`src/logic/path_error_perf_counters_defs.svh`:
```
// register offsets, field positions and reset values of the path error counters
`ifndef PATH_ERROR_PERF_COUNTERS_DEFS_SVH
`define PATH_ERROR_PERF_COUNTERS_DEFS_SVH

// register offsets (byte addresses on the 8-bit register port)
`define OFS_CONTROL        8'h01
`define OFS_BIP_LOW        8'h26
`define OFS_BIP_HIGH       8'h27
`define OFS_FAR_LOW        8'h28
`define OFS_FAR_HIGH       8'h29
`define OFS_LCV_LOW        8'h2a
`define OFS_LCV_HIGH       8'h2b
`define OFS_IRQ_STATUS     8'h3a
`define OFS_IRQ_MASK       8'h3b

// control register fields
`define CTL_HIERARCHY_BIT  0
`define CTL_PER_SECOND_BIT 1
`define CTL_EXCESS_ZERO_BIT 2
`define CTL_BLOCK_CHECK_BIT 4

// interrupt status / mask fields
`define FLG_BIP_STATUS      0
`define FLG_BIP_EVENT       1
`define FLG_BIP_PERF_STATUS 2
`define FLG_BIP_PERF_EVENT  3
`define FLG_FAR_STATUS      4
`define FLG_FAR_EVENT       5
`define FLG_FAR_PERF_STATUS 6
`define FLG_FAR_PERF_EVENT  7

// reset values
`define RST_CONTROL        8'h00
`define RST_MASK           8'h00
`define RST_FLAGS          8'h00
`define RST_COUNT          12'h000
`define RST_BYTE           8'h00

`endif

```
`src/logic/path_error_perf_counters_pkg.sv`:
```
// types shared by the path error performance counters
package path_error_perf_counters_pkg;
    typedef logic [7:0]  byte_t;   // register port data and address
    typedef logic [11:0] count_t;  // one 12-bit error count
    typedef logic [12:0] sum_t;    // count plus carry out
    typedef logic [1:0]  inc_t;    // increment of one cycle, 0 to 2
    typedef logic [7:0]  flags_t;  // overflow flag vector
endpackage

```
`src/logic/path_error_perf_counters.sv`:
```
// per-channel path error, far-end error and code violation performance counters
//
// Overview of operation
// - 12-bit BIP-2 count at 0x26 and 0x27
// - path mode adds one per BIP-2 error
// - hierarchy mode adds one per errored block
// - writing zero clears BIP and REI counts
// - BIP overflow sets status, event, perf flags
// - per-second tick latches BIP count, restarts it
// - 12-bit REI count at 0x28 and 0x29
// - REI overflow sets status, event, perf flags
// - per-second tick latches REI count, restarts it
// - read-only code violation shadow at 0x2a, 0x2b
// - one-second timing from external input pin
// - block check select in byte-sync mode latches CRC-6 count instead
// - code violation counter, optional excessive zeros
//
// The implementer's own choice: the plain strobed port.
`timescale 1ns/10ps
`include "path_error_perf_counters_defs.svh"

module path_error_perf_counters
(
    input  wire logic                            clk,                   // 125 MHz clock
    input  wire logic                            rst_b,                 // async reset, low
    input  wire path_error_perf_counters_pkg::byte_t addr,              // register address
    input  wire path_error_perf_counters_pkg::byte_t wr_data,           // register write data
    input  wire logic                            wr_en,                 // write strobe
    input  wire logic                            rd_en,                 // read strobe
    output wire path_error_perf_counters_pkg::byte_t rd_data,           // read data, next cycle
    output logic                                 irq,                   // level interrupt
    input  wire logic                            bip_check_valid,       // one block checked
    input  wire path_error_perf_counters_pkg::inc_t bip_error_bits,     // errored BIP-2 bits
    input  wire logic                            far_block_error,       // one REI received
    input  wire logic                            code_violation,        // line code violation
    input  wire logic                            excess_zero,           // excessive zeros seen
    input  wire logic                            block_check_error,     // CRC-6 error
    input  wire logic                            byte_sync_mode,        // byte-synchronous map
    input  wire logic                            one_second_tick_input, // one-second pin
    output wire path_error_perf_counters_pkg::count_t latched_bip_error_count,      // shadow
    output wire path_error_perf_counters_pkg::count_t latched_far_block_error_count // shadow
);
    import path_error_perf_counters_pkg::*;

    // register state
    byte_t  control_r;
    byte_t  irq_mask_r;
    flags_t irq_status_r;
    count_t bip_error_count_r;
    count_t far_block_error_count_r;
    count_t code_violation_count_r;
    count_t latched_code_violation_count_r;
    count_t latched_bip_r;
    count_t latched_far_r;
    byte_t  rd_data_r;
    logic   irq_r;

    // next values
    count_t bip_error_count_nxt;
    count_t far_block_error_count_nxt;
    count_t code_violation_count_nxt;
    flags_t irq_status_nxt;

    // one-second pin synchroniser and edge detector
    logic   tick_meta_r;
    logic   tick_sync_r;
    logic   tick_prev_r;
    wire    tick_rise;

    // control fields
    wire    hierarchy_mode_select;
    wire    per_second_monitor_enable;
    wire    excess_zero_count_enable;
    wire    block_check_count_select;
    wire    use_block_check;

    // address decode
    wire    sel_control;
    wire    sel_bip_low;
    wire    sel_bip_high;
    wire    sel_far_low;
    wire    sel_far_high;
    wire    sel_lcv_low;
    wire    sel_lcv_high;
    wire    sel_irq_status;
    wire    sel_irq_mask;

    // count arithmetic
    inc_t   bip_inc;
    inc_t   far_inc;
    inc_t   cv_inc;
    sum_t   bip_sum;
    sum_t   far_sum;
    sum_t   cv_sum;
    wire    bip_write;
    wire    far_write;
    wire    bip_low_wr;
    wire    bip_high_wr;
    wire    far_low_wr;
    wire    far_high_wr;
    wire    irq_pending;
    wire    bip_overflow;
    wire    far_overflow;
    wire    interval_restart;
    flags_t flag_set;
    flags_t flag_clear;
    byte_t  rd_mux;

    // control fields out of the control register
    assign hierarchy_mode_select     = control_r[`CTL_HIERARCHY_BIT];
    assign per_second_monitor_enable = control_r[`CTL_PER_SECOND_BIT];
    assign excess_zero_count_enable  = control_r[`CTL_EXCESS_ZERO_BIT];
    assign block_check_count_select  = control_r[`CTL_BLOCK_CHECK_BIT];
    assign use_block_check = block_check_count_select & byte_sync_mode;

    // address decode of the register port
    assign sel_control    = (addr == `OFS_CONTROL);
    assign sel_bip_low    = (addr == `OFS_BIP_LOW);
    assign sel_bip_high   = (addr == `OFS_BIP_HIGH);
    assign sel_far_low    = (addr == `OFS_FAR_LOW);
    assign sel_far_high   = (addr == `OFS_FAR_HIGH);
    assign sel_lcv_low    = (addr == `OFS_LCV_LOW);
    assign sel_lcv_high   = (addr == `OFS_LCV_HIGH);
    assign sel_irq_status = (addr == `OFS_IRQ_STATUS);
    assign sel_irq_mask   = (addr == `OFS_IRQ_MASK);

    // software writes to either byte of a count take priority over counting
    assign bip_write = wr_en & (sel_bip_low | sel_bip_high);
    assign far_write = wr_en & (sel_far_low | sel_far_high);

    // per-byte write strobes of the two counts
    assign bip_low_wr  = wr_en & sel_bip_low;
    assign bip_high_wr = wr_en & sel_bip_high;
    assign far_low_wr  = wr_en & sel_far_low;
    assign far_high_wr = wr_en & sel_far_high;

    // a rising edge of the synchronised pin marks the end of a second
    assign tick_rise        = tick_sync_r & ~tick_prev_r;
    assign interval_restart = tick_rise & per_second_monitor_enable;

    // BIP-2 increment: each errored bit, or one per errored block
    always_comb
    begin
        bip_inc = 2'h0;
        if (bip_check_valid)
        begin
            if (hierarchy_mode_select)
                bip_inc = {1'b0, |bip_error_bits};
            else
                bip_inc = bip_error_bits;
        end
    end

    // far-end block errors count one each
    assign far_inc = {1'b0, far_block_error};

    // code violation source: CRC-6 errors, or violations plus excessive zeros
    always_comb
    begin
        cv_inc = 2'h0;
        if (use_block_check)
            cv_inc = {1'b0, block_check_error};
        else
            cv_inc = {1'b0, code_violation} + {1'b0, excess_zero & excess_zero_count_enable};
    end

    // sums with carry; the carry marks a wrap through zero
    assign bip_sum = {1'b0, bip_error_count_r} + {11'h000, bip_inc};
    assign far_sum = {1'b0, far_block_error_count_r} + {11'h000, far_inc};
    assign cv_sum  = {1'b0, code_violation_count_r} + {11'h000, cv_inc};

    // overflow only counts when the count really advances
    assign bip_overflow = bip_sum[12] & ~bip_write & ~interval_restart;
    assign far_overflow = far_sum[12] & ~far_write & ~interval_restart;

    // BIP-2 count next value: write, interval restart, or free count
    always_comb
    begin
        bip_error_count_nxt = bip_sum[11:0];
        if (bip_low_wr)
            bip_error_count_nxt = {bip_error_count_r[11:8], wr_data};
        else if (bip_high_wr)
            bip_error_count_nxt = {wr_data[3:0], bip_error_count_r[7:0]};
        else if (interval_restart)
            bip_error_count_nxt = {10'h000, bip_inc};
    end

    // REI count next value: write, interval restart, or free count
    always_comb
    begin
        far_block_error_count_nxt = far_sum[11:0];
        if (far_low_wr)
            far_block_error_count_nxt = {far_block_error_count_r[11:8], wr_data};
        else if (far_high_wr)
            far_block_error_count_nxt = {wr_data[3:0], far_block_error_count_r[7:0]};
        else if (interval_restart)
            far_block_error_count_nxt = {10'h000, far_inc};
    end

    // code violation source count restarts each second when monitoring
    always_comb
    begin
        code_violation_count_nxt = cv_sum[11:0];
        if (interval_restart)
            code_violation_count_nxt = {10'h000, cv_inc};
    end

    // which overflow flags an overflow sets this cycle
    assign flag_set[`FLG_BIP_STATUS]      = bip_overflow;
    assign flag_set[`FLG_BIP_EVENT]       = bip_overflow;
    assign flag_set[`FLG_BIP_PERF_STATUS] = bip_overflow & per_second_monitor_enable;
    assign flag_set[`FLG_BIP_PERF_EVENT]  = bip_overflow & per_second_monitor_enable;
    assign flag_set[`FLG_FAR_STATUS]      = far_overflow;
    assign flag_set[`FLG_FAR_EVENT]       = far_overflow;
    assign flag_set[`FLG_FAR_PERF_STATUS] = far_overflow & per_second_monitor_enable;
    assign flag_set[`FLG_FAR_PERF_EVENT]  = far_overflow & per_second_monitor_enable;

    // write one to clear the overflow flags
    assign flag_clear = (wr_en && sel_irq_status) ? wr_data : 8'h00;

    // interrupt request from the flags about to be stored
    assign irq_pending = |(irq_status_nxt & irq_mask_r);

    // sticky flags: a set in the clearing cycle wins
    genvar i;
    generate
        for (i = 0; i < 8; i = i + 1)
        begin : g_flag
            always_comb
            begin
                irq_status_nxt[i] = flag_set[i] | (irq_status_r[i] & ~flag_clear[i]);
            end
        end
    endgenerate

    // read data selection, reserved bits read as zero
    always_comb
    begin
        rd_mux = 8'h00;
        if (sel_control)
            rd_mux = control_r;
        else if (sel_bip_low)
            rd_mux = bip_error_count_r[7:0];
        else if (sel_bip_high)
            rd_mux = {4'h0, bip_error_count_r[11:8]};
        else if (sel_far_low)
            rd_mux = far_block_error_count_r[7:0];
        else if (sel_far_high)
            rd_mux = {4'h0, far_block_error_count_r[11:8]};
        else if (sel_lcv_low)
            rd_mux = latched_code_violation_count_r[7:0];
        else if (sel_lcv_high)
            rd_mux = {4'h0, latched_code_violation_count_r[11:8]};
        else if (sel_irq_status)
            rd_mux = irq_status_r;
        else if (sel_irq_mask)
            rd_mux = irq_mask_r;
    end

    // two-flop synchroniser on the one-second pin, then an edge register
    always_ff @(posedge clk or negedge rst_b)
    begin
        if (!rst_b)
        begin
            tick_meta_r <= 1'b0;
            tick_sync_r <= 1'b0;
            tick_prev_r <= 1'b0;
        end
        else
        begin
            tick_meta_r <= one_second_tick_input;
            tick_sync_r <= tick_meta_r;
            tick_prev_r <= tick_sync_r;
        end
    end

    // control register
    always_ff @(posedge clk or negedge rst_b)
    begin
        if (!rst_b)
            control_r <= `RST_CONTROL;
        else if (wr_en && sel_control)
            control_r <= wr_data;
    end

    // interrupt mask register
    always_ff @(posedge clk or negedge rst_b)
    begin
        if (!rst_b)
            irq_mask_r <= `RST_MASK;
        else if (wr_en && sel_irq_mask)
            irq_mask_r <= wr_data;
    end

    // overflow flags
    always_ff @(posedge clk or negedge rst_b)
    begin
        if (!rst_b)
            irq_status_r <= `RST_FLAGS;
        else
            irq_status_r <= irq_status_nxt;
    end

    // the two path error counts
    always_ff @(posedge clk or negedge rst_b)
    begin
        if (!rst_b)
        begin
            bip_error_count_r       <= `RST_COUNT;
            far_block_error_count_r <= `RST_COUNT;
        end
        else
        begin
            bip_error_count_r       <= bip_error_count_nxt;
            far_block_error_count_r <= far_block_error_count_nxt;
        end
    end

    // code violation source count
    always_ff @(posedge clk or negedge rst_b)
    begin
        if (!rst_b)
            code_violation_count_r <= `RST_COUNT;
        else
            code_violation_count_r <= code_violation_count_nxt;
    end

    // code violation shadow loads every second, monitoring or not
    always_ff @(posedge clk or negedge rst_b)
    begin
        if (!rst_b)
            latched_code_violation_count_r <= `RST_COUNT;
        else if (tick_rise)
            latched_code_violation_count_r <= code_violation_count_r;
    end

    // path error shadows load at the second when monitoring
    always_ff @(posedge clk or negedge rst_b)
    begin
        if (!rst_b)
        begin
            latched_bip_r <= `RST_COUNT;
            latched_far_r <= `RST_COUNT;
        end
        else if (interval_restart)
        begin
            latched_bip_r <= bip_error_count_r;
            latched_far_r <= far_block_error_count_r;
        end
    end

    // read data stands only in the cycle after the read strobe
    always_ff @(posedge clk or negedge rst_b)
    begin
        if (!rst_b)
            rd_data_r <= `RST_BYTE;
        else if (rd_en)
            rd_data_r <= rd_mux;
        else
            rd_data_r <= 8'h00;
    end

    // interrupt registered on the same edge as the flags it follows
    always_ff @(posedge clk or negedge rst_b)
    begin
        if (!rst_b)
            irq_r <= 1'b0;
        else
            irq_r <= irq_pending;
    end

    // outputs straight from flip-flops
    assign rd_data                       = rd_data_r;
    assign irq                           = irq_r;
    assign latched_bip_error_count       = latched_bip_r;
    assign latched_far_block_error_count = latched_far_r;

endmodule

```
`config.mk`:
```
export PLATFORM = sky130hd
export DESIGN_NAME = path_error_perf_counters
export DESIGN_NICKNAME = d
export VERILOG_FILES = /design/src/logic/path_error_perf_counters_pkg.sv /design/src/logic/path_error_perf_counters.sv
export VERILOG_INCLUDE_DIRS = /design/src /design/src/logic
export SDC_FILE = /design/constraint.sdc
export NUM_CORES = 1
export LEC_CHECK = 0
export ABC_AREA = 0
export BUFFER_PORTS_ARGS = -buffer_cell sky130_fd_sc_hd__clkbuf_2
export CAP_MARGIN = 20
export CORE_MARGIN = 3
export CORE_UTILIZATION = 40
export CTS_BUF_LIST = sky130_fd_sc_hd__clkbuf_8
export CTS_CLUSTER_SIZE = 40
export DETAILED_ROUTE_END_ITERATION = 7
export SETUP_SLACK_MARGIN = 0.2
export SLEW_MARGIN = 10
export SYNTH_ARGS = -nofsm -noshare
export SYNTH_HDL_FRONTEND = slang
export SYNTH_SLANG_ARGS = --single-unit
```
`constraint.sdc`:
```
create_clock -name clk -period 2.6 [get_ports clk]
set_input_delay 0.13 -clock clk [delete_from_list [all_inputs] [get_ports clk]]
set_output_delay 0.13 -clock clk [all_outputs]
set_load 0.005 [all_outputs]
```
; ---- Word-level counts from Yosys, hierarchy flattened
; Index checks and enable logic that the tools add are counted.
[totals]
romBits = 0
out_inout_bits = 33
memories = 0
inputBits = 29
latchBits = 0
wordCells = 104
regBits = 108
ramBits = 0
[op_classes]
eq_ne = 11
multipliers = 0
addsub = 4
n_reduce_logical = 5
magnitude_cmp = 0
n_div = 0
shift = 0
bitwise = 47
mux = 21
[op_table]
columns = op, n
row1 = $mux W8, 13
row2 = $eq A8 B6 Y1 const B, 8
row3 = $mux W12, 5
row4 = $and A1 B1 Y1, 24
row5 = $add A12 B1 Y13, 1
row6 = $add A12 B2 Y13, 1
row7 = $add A12 B2 Y12, 1
row8 = $not A1 Y1, 12
row9 = $or A1 B1 Y1, 10
row10 = $and A8 B8 Y8, 1
row11 = $eq A8 B1 Y1 const B, 1
row12 = $reduce_or A8 Y1, 1
row13 = $mux W2, 3
row14 = $ne A2 B2 Y1 const B, 2
row15 = $logic_and A1 B1 Y1, 3
row16 = $add A1 B1 Y2, 1
row17 = $reduce_or A2 Y1, 1

; ---- Depth between registers and ports, before layout
; Gate-level depths: netlist of the first run.
[depth]
word_depth = 11
mapped_depth = 10

; ---- Worst setup path before layout of the first run
; OpenSTA, ideal clock, no wires.
[synth_timing]
path_kind = reg-to-reg
from = reg control_r[2]
to = reg code_violation_count_r[8]
path_slack_ns = 0.325
path_stages_with_launch = 10
setup_ns = 0.078
period_less_slack_ns = 2.275
arrival_ns = 2.196
n_path_buf = 0
required_time_ns = 2.522
path_cell_list = dfrtp_1 > and2_1 > ha_1 > mux2_2 > ha_1 > inv_1 > fa_1 > nand3b_1 > or3_1 > a21oi_1
[synth_between]
elab_chain_len = 5
[synth_lines]
columns = item, line_no
row1 = start: declaration, path_error_perf_counters.sv:46  ; byte_t control_r;
row2 = start signal: assignment, path_error_perf_counters.sv:281  ; control_r <= `RST_CONTROL;
row3 = start signal: assignment, path_error_perf_counters.sv:283  ; control_r <= wr_data;
row4 = $and A1 B1 Y1, path_error_perf_counters.sv:164  ; cv_inc = {1'b0, code_violation} + {1'b0, excess_zero & excess_zero_count_enable};
row5 = $add A1 B1 Y2, path_error_perf_counters.sv:164
row6 = $mux W2, path_error_perf_counters.sv:161  ; if (use_block_check)
row7 = $add A12 B2 Y12, path_error_perf_counters.sv:170  ; assign cv_sum = {1'b0, code_violation_count_r} + {11'h000, cv_inc};
row8 = $mux W12, path_error_perf_counters.sv:204  ; if (interval_restart)
row9 = net code_violation_count_nxt[8], path_error_perf_counters.sv:61  ; count_t code_violation_count_nxt;
row10 = end signal: assignment, path_error_perf_counters.sv:323  ; code_violation_count_r <= `RST_COUNT;
row11 = end signal: assignment, path_error_perf_counters.sv:325  ; code_violation_count_r <= code_violation_count_nxt;
row12 = end: declaration, path_error_perf_counters.sv:51  ; count_t code_violation_count_r;
; The timed path passes the listed nets, and every way through them passes these cells.
; A chain may end at the register's enable or synchronous reset.

; ---- Worst setup path in the final report of the first run
[layout_timing]
from = reg control_r[2]
to = reg code_violation_count_r[10]
; Same word-level chain as after synthesis.

==> flow_summary.json, run 1 <==
{
  "required_ns": 2.92,
  "grt-ovfl-total": 0,
  "synth_area_um2": 5594,
  "syn_inst": 578,
  "report.final.setup_viol": 0,
  "fp.coreArea_um2": 13450,
  "dieArea_um2": 15440,
  "status": "finished clean",
  "crit_path_end_kind": "flip-flop",
  "cts-root-buf": "clkbuf_8",
  "multiInputGateArea_um2": 2764,
  "htreeDepth": 3,
  "tns_ns": 0,
  "final_core_util_pct": 48.00,
  "regToRegSetupSlack_ns": 0.26,
  "synthDistinctLibCells": 67,
  "crit_type": "reg2reg",
  "syn_nets": 616,
  "viasPerCell": 5.749,
  "drc_errors": 0,
  "dieHeight_um": 124.3,
  "hold_viol": 0,
  "ys_warn_count": 0,
  "final_common_cell": "nand2_1",
  "start_util_pct": 41.58,
  "synth_seq_area_share_pct": 48.31,
  "grt_use_total_pct": 20.87,
  "fin_crit_ns": 2.341,
  "drive_above_1_share_pct": 24.09,
  "p_sw_mw": 1.262,
  "crit_fanout": 7,
  "finalNetCount": 689,
  "cts_sinks": 108,
  "cts_buffers": 9,
  "cp_data_arrival_time_ns": 2.66,
  "ios": 62,
  "num_rows": 42,
  "synth-edff-count": 0,
  "port_buffers": 61,
  "slew_headroom_pct": 66.53,
  "drt-initial-drc-count": 432,
  "power.density_nw_per_um2": 622.5,
  "ys_seq_elements": 108,
  "clkPwrFrac_pct": 26.4,
  "vias": 4783,
  "insertion_delay_ns": 0.38,
  "ir_drop_mv": 0.6113,
  "area_delta_synth_final_pct": 15.43,
  "gp_congestion": 0.8733,
  "nFillCells": 1320,
  "die_x_um": 124.3,
  "antenna_found_initial": 0,
  "critPathLaunchType": "flip-flop",
  "swShare_pct": 31.39,
  "cts.clk_slew.worst_paths_ns": 0.10,
  "maxCapViolCount": 0,
  "rsz0062_at_grt": "yes",
  "tightest_slew_ns": 0.4894,
  "firstDrtPassIters": 5,
  "p_leak_nw": 3.110,
  "cts_buffer_depth": 2,
  "pwr-share-seq_pct": 55.8,
  "grt_first_pass_wirelength_um": 25900,
  "p_int_mw": 2.758,
  "grt_pass1_vias": 4766,
  "synth-main-ff-cell": "dfrtp_1",
  "cts_tree": "yes",
  "ys_async_sr_fraction_pct": 100.0,
  "drv_slew": 0,
  "hpwl_um": 11770,
  "regArea_um2": 2703,
  "clock_skew_ns": 0.007135,
  "fmax_mhz": 427.1,
  "routed_wl_um": 15890,
  "antenna_left": 0,
  "wl_per_cell_um": 19.09,
  "hp-class": "in2reg",
  "p_comb_share_pct": 17.8,
  "antenna_cells": 0,
  "fin_crit_sh_pct": 90.05,
  "final_cell_mix": "nand2_1, dfrtp_1, clkbuf_2",
  "syn_area_per_cell_um2": 9.678,
  "grt_max_degree": 73
}
stage by stage:
stage / power, mW / hold WS (ns) / instances / instance area [µm²] / worst slack (ns)
final: 4.020 / 0.03703 / 832 / 6457 / 0.2587
after floorplan: 2.623 / -0.1656 / 578 / 5594 / 0.3254
after global placement: 2.928 / 0.1294 / 811 / 6165 / 0.2141
after CTS: 4.039 / 0.01919 / 830 / 6396 / 0.2197
after detailed placement: 2.958 / 0.1366 / 811 / 6165 / 0.1356
after global routing: 4.283 / 0.02926 / 832 / 6457 / 0.1520
cell usage after synthesis (9+ instances only):
| library cell | n | area, µm² |
|---|---|---|
| nand2_1 | 135 | 506.7 |
| dfrtp_1 | 108 | 2703 |
| mux2_2 | 33 | 371.6 |
| o21ai_0 | 33 | 165.2 |
| nor2_1 | 31 | 116.4 |
| a21oi_1 | 22 | 110.1 |
| nand3_1 | 14 | 70.07 |
| clkbuf_1 | 13 | 48.80 |
| and3_1 | 10 | 62.56 |
| nor3_1 | 10 | 50.05 |
| inv_1 | 9 | 33.78 |
| nor3b_1 | 9 | 67.56 |
worst max-delay path: stages, from the launching register on:
cell      delay (ns)
dfrtp_1         0.40
and2_4          0.15
ha_4            0.25
mux2_4          0.15
ha_4            0.13
inv_2           0.04
fa_2            0.37
nand3b_1        0.27
or3_1           0.41
a21oi_2         0.12
what timing repair did:
| item | 4_1_cts | 5_1_grt |
|---|---|---|
| hold buffers | 2 | 0 |
| hold endpoints to repair | 37 | 0 |
| buffers inserted | 1 | 2 |
| gates resized for setup | 1 | 11 |
| endpoints found under the setup margin | 3 | 6 |
| pin swaps | 3 | 3 |
layout make-up:
| cell class | count | area share (%) |
|---|---|---|
| Multi-Input combinational cell | 434 | 42.80 |
| Sequential cell | 108 | 41.85 |
| Timing Repair Buffer | 89 | 8.293 |
| Tap cell | 176 | 3.410 |
| Clock buffer | 10 | 2.131 |
| Clock inverter | 6 | 0.9882 |
| Inverter | 9 | 0.5232 |
power by group through the flow:
stage	registers, mW	logic (mW)	clock network, mW
2_1_floorplan	2.15	0.468	0
3_5_place_dp	2.27	0.689	0
6_report	2.24	0.716	1.06
5_1_grt	2.28	0.823	1.18
3_3_place_gp	2.26	0.665	0
4_1_cts	2.24	0.699	1.10
worst paths after layout:
check                      cells past startpoint                           endpoint             from
setup reg to reg                               9         code_violation_count_r[10]     control_r[2]
hold / removal                                 3         far_block_error_count_r[0]  far_block_error
min in group asynchronous                      2         far_block_error_count_r[2]            rst_b
max in group asynchronous                      3  latched_code_violation_count_r[1]            rst_b
hold reg to reg                                0                        tick_sync_r      tick_meta_r
setup / recovery                               9         code_violation_count_r[10]     control_r[2]
cells by family after synthesis:
group / count (synthesis) / synth area share [%]
simple gates: 259 / 22.52
compound gates: 120 / 14.72
flops: 108 / 48.31
mux: 38 / 7.761
buf+inv: 36 / 3.153
fa+ha+maj: 9 / 2.281
xor+xnor: 8 / 1.253
flip-flops by register name, indices dropped and copies added, names as in the netlist, 12 cells and up:
register and cells:
bip_error_count_r 12, code_violation_count_r 12, far_block_error_count_r 12, latched_bip_error_count 12
latched_code_violation_count_r 12, latched_far_block_error_count 12
layer usage:
metal / track usage [%] / up-vias / share of wire (%) / wire (µm)
li1: - / 2210 / - / -
met1: 28.94 / 2371 / 44 / 7057
met2: 32.57 / 167 / 46 / 7342
met3: 4.631 / 35 / 6.5 / 1027
met4: 6.899 / 0 / 2.9 / 457
met5: 0 / - / 0 / 0
No activity file was read; power rests on OpenSTA's default activity.
==> run 2, diff against run 1 <==
Settings changed: CAP_MARGIN 20 to unset, RECOVER_POWER set to 25.
Clock period 2.6 ns to 1.9 ns, I/O delays scaled along.
==> flow_summary.json, run 2 (synthesized netlist as in run 1, its figures left out) <==
{
  "final_core_util_pct": 55.52,
  "power.density_nw_per_um2": 835.9,
  "ios": 62,
  "htreeDepth": 3,
  "hold_viol": 0,
  "wl_per_cell_um": 18.45,
  "gp_congestion": 0.8575,
  "routed_wl_um": 16680,
  "stdcell_area_um2": 7470,
  "num_rows": 42,
  "nFillCells": 1235,
  "cts_buffer_depth": 2,
  "viasPerCell": 5.575,
  "final_cell_mix": "nand2_1, dfrtp_1, buf_4",
  "cts.clk_slew.worst_paths_ns": 0.10,
  "drive_above_1_share_pct": 38.74,
  "required_ns": 2.23,
  "crit_path_start": "control_r[2]",
  "drc_errors": 0,
  "cp_data_arrival_time_ns": 2.56,
  "final_common_cell": "nand2_1",
  "insertion_delay_ns": 0.39,
  "grt_max_degree": 46,
  "critPathLaunchType": "flip-flop",
  "grt_pass1_vias": 4913,
  "timing.hold.ws_ns": 0.04149,
  "grt-ovfl-total": 0,
  "dieArea_um2": 15440,
  "crit_fanout": 7,
  "drv_slew": 0,
  "drt-initial-drc-count": 319,
  "setup_ws_ns": -0.3370,
  "crit_path_end_kind": "flip-flop",
  "cts-root-buf": "clkbuf_8",
  "antenna_left": 0,
  "violations": "setup timing",
  "hp-class": "in2reg",
  "finalNetCount": 761,
  "fmax_mhz": 447.0,
  "p_leak_nw": 3.617,
  "hpwl_um": 12120,
  "ir_drop_mv": 0.4705,
  "slew_headroom_pct": 30.00,
  "place_area_um2": 6714,
  "firstDrtPassIters": 5,
  "grt_first_pass_wirelength_um": 26410,
  "dieHeight_um": 124.3,
  "cts_sinks": 108,
  "cts_tree": "yes",
  "fin_crit_sh_pct": 117.7,
  "maxCapViolCount": 0,
  "antenna_cells": 0,
  "cts_buffers": 9,
  "area_delta_synth_final_pct": 33.53,
  "rsz0062_at_grt": "yes",
  "status": "complete, but fails checks",
  "start_util_pct": 41.58,
  "fp.coreArea_um2": 13450,
  "report.final.setup_viol": 21,
  "clock_skew_ns": 0.01015,
  "port_buffers": 61,
  "timing.rr.start": "control_r[2]",
  "die_x_um": 124.3,
  "hold_start": "wr_data[6]",
  "antenna_found_initial": 0,
  "fin_crit_ns": 2.237,
  "tns_ns": -3.097,
  "crit_type": "reg2reg",
  "vias": 5040,
  "grt_use_total_pct": 21.12,
  "tightest_slew_ns": 1.050
}
run 2: per-layer routing:
layer / GRT usage (%) / routed length [µm]
met1: 30.05 / 7481
met2: 33.24 / 7930
met3: 4.074 / 909
met4: 5.609 / 353
met5: 0 / 0
run 2: cell type report:
type	instances	area [µm²]	share of cell area (%)
timing repair buffer	161	1150	15.39
tap	176	220.2	2.948
clock buffer	10	137.6	1.843
clock inverter	6	117.6	1.575
inverter	9	33.78	0.4523
sequential	108	2704	36.20
multi-input combinational	434	3107	41.59
run 2: final timing paths:
path / to / slack, ns / cells after the start
min in group asynchronous: latched_far_block_error_count[1] / 0.42 / 2
max: code_violation_count_r[6] / -0.34 / 9
max reg2reg: code_violation_count_r[6] / -0.34 / 9
max in group asynchronous: control_r[6] / 0.28 / 3
min reg2reg: tick_sync_r / 0.36 / 0
min: far_block_error_count_r[6] / 0.04 / 3
run 2: through the flow:
step | instances | worst slack [ns] | power (mW)
floorplan | 578 | -0.2258 | 3.657
global placement | 867 | -0.2564 | 4.237
detailed placement | 867 | -0.3257 | 4.298
CTS | 899 | -0.3450 | 6.155
global route | 904 | -0.4434 | 6.580
finish | 904 | -0.3370 | 6.244
run 2: critical path, stage by stage (launching register included):
cell,delay (ns)
dfrtp_1,0.39
and2_4,0.15
ha_4,0.25
mux2_4,0.15
ha_4,0.12
inv_2,0.03
fa_2,0.32
nand3b_1,0.26
or3_1,0.36
a21oi_1,0.13
run 2: timing repair:
| action | in CTS | in global routing |
|---|---|---|
| hold endpoints to repair | 39 | 0 |
| hold buffers | 3 | 0 |
| pin swaps | 19 | 25 |
| gates resized for setup | 31 | 49 |
| gates cloned | 0 | 0 |
| endpoints found under the setup margin | 34 | 38 |
| buffers inserted | 13 | 5 |
run 2: report_power, final:
part           switching (mW)  internal [mW]
logic                   0.669          0.753
registers               0.414           2.65
clock network           0.837          0.925
total                    1.92           4.32
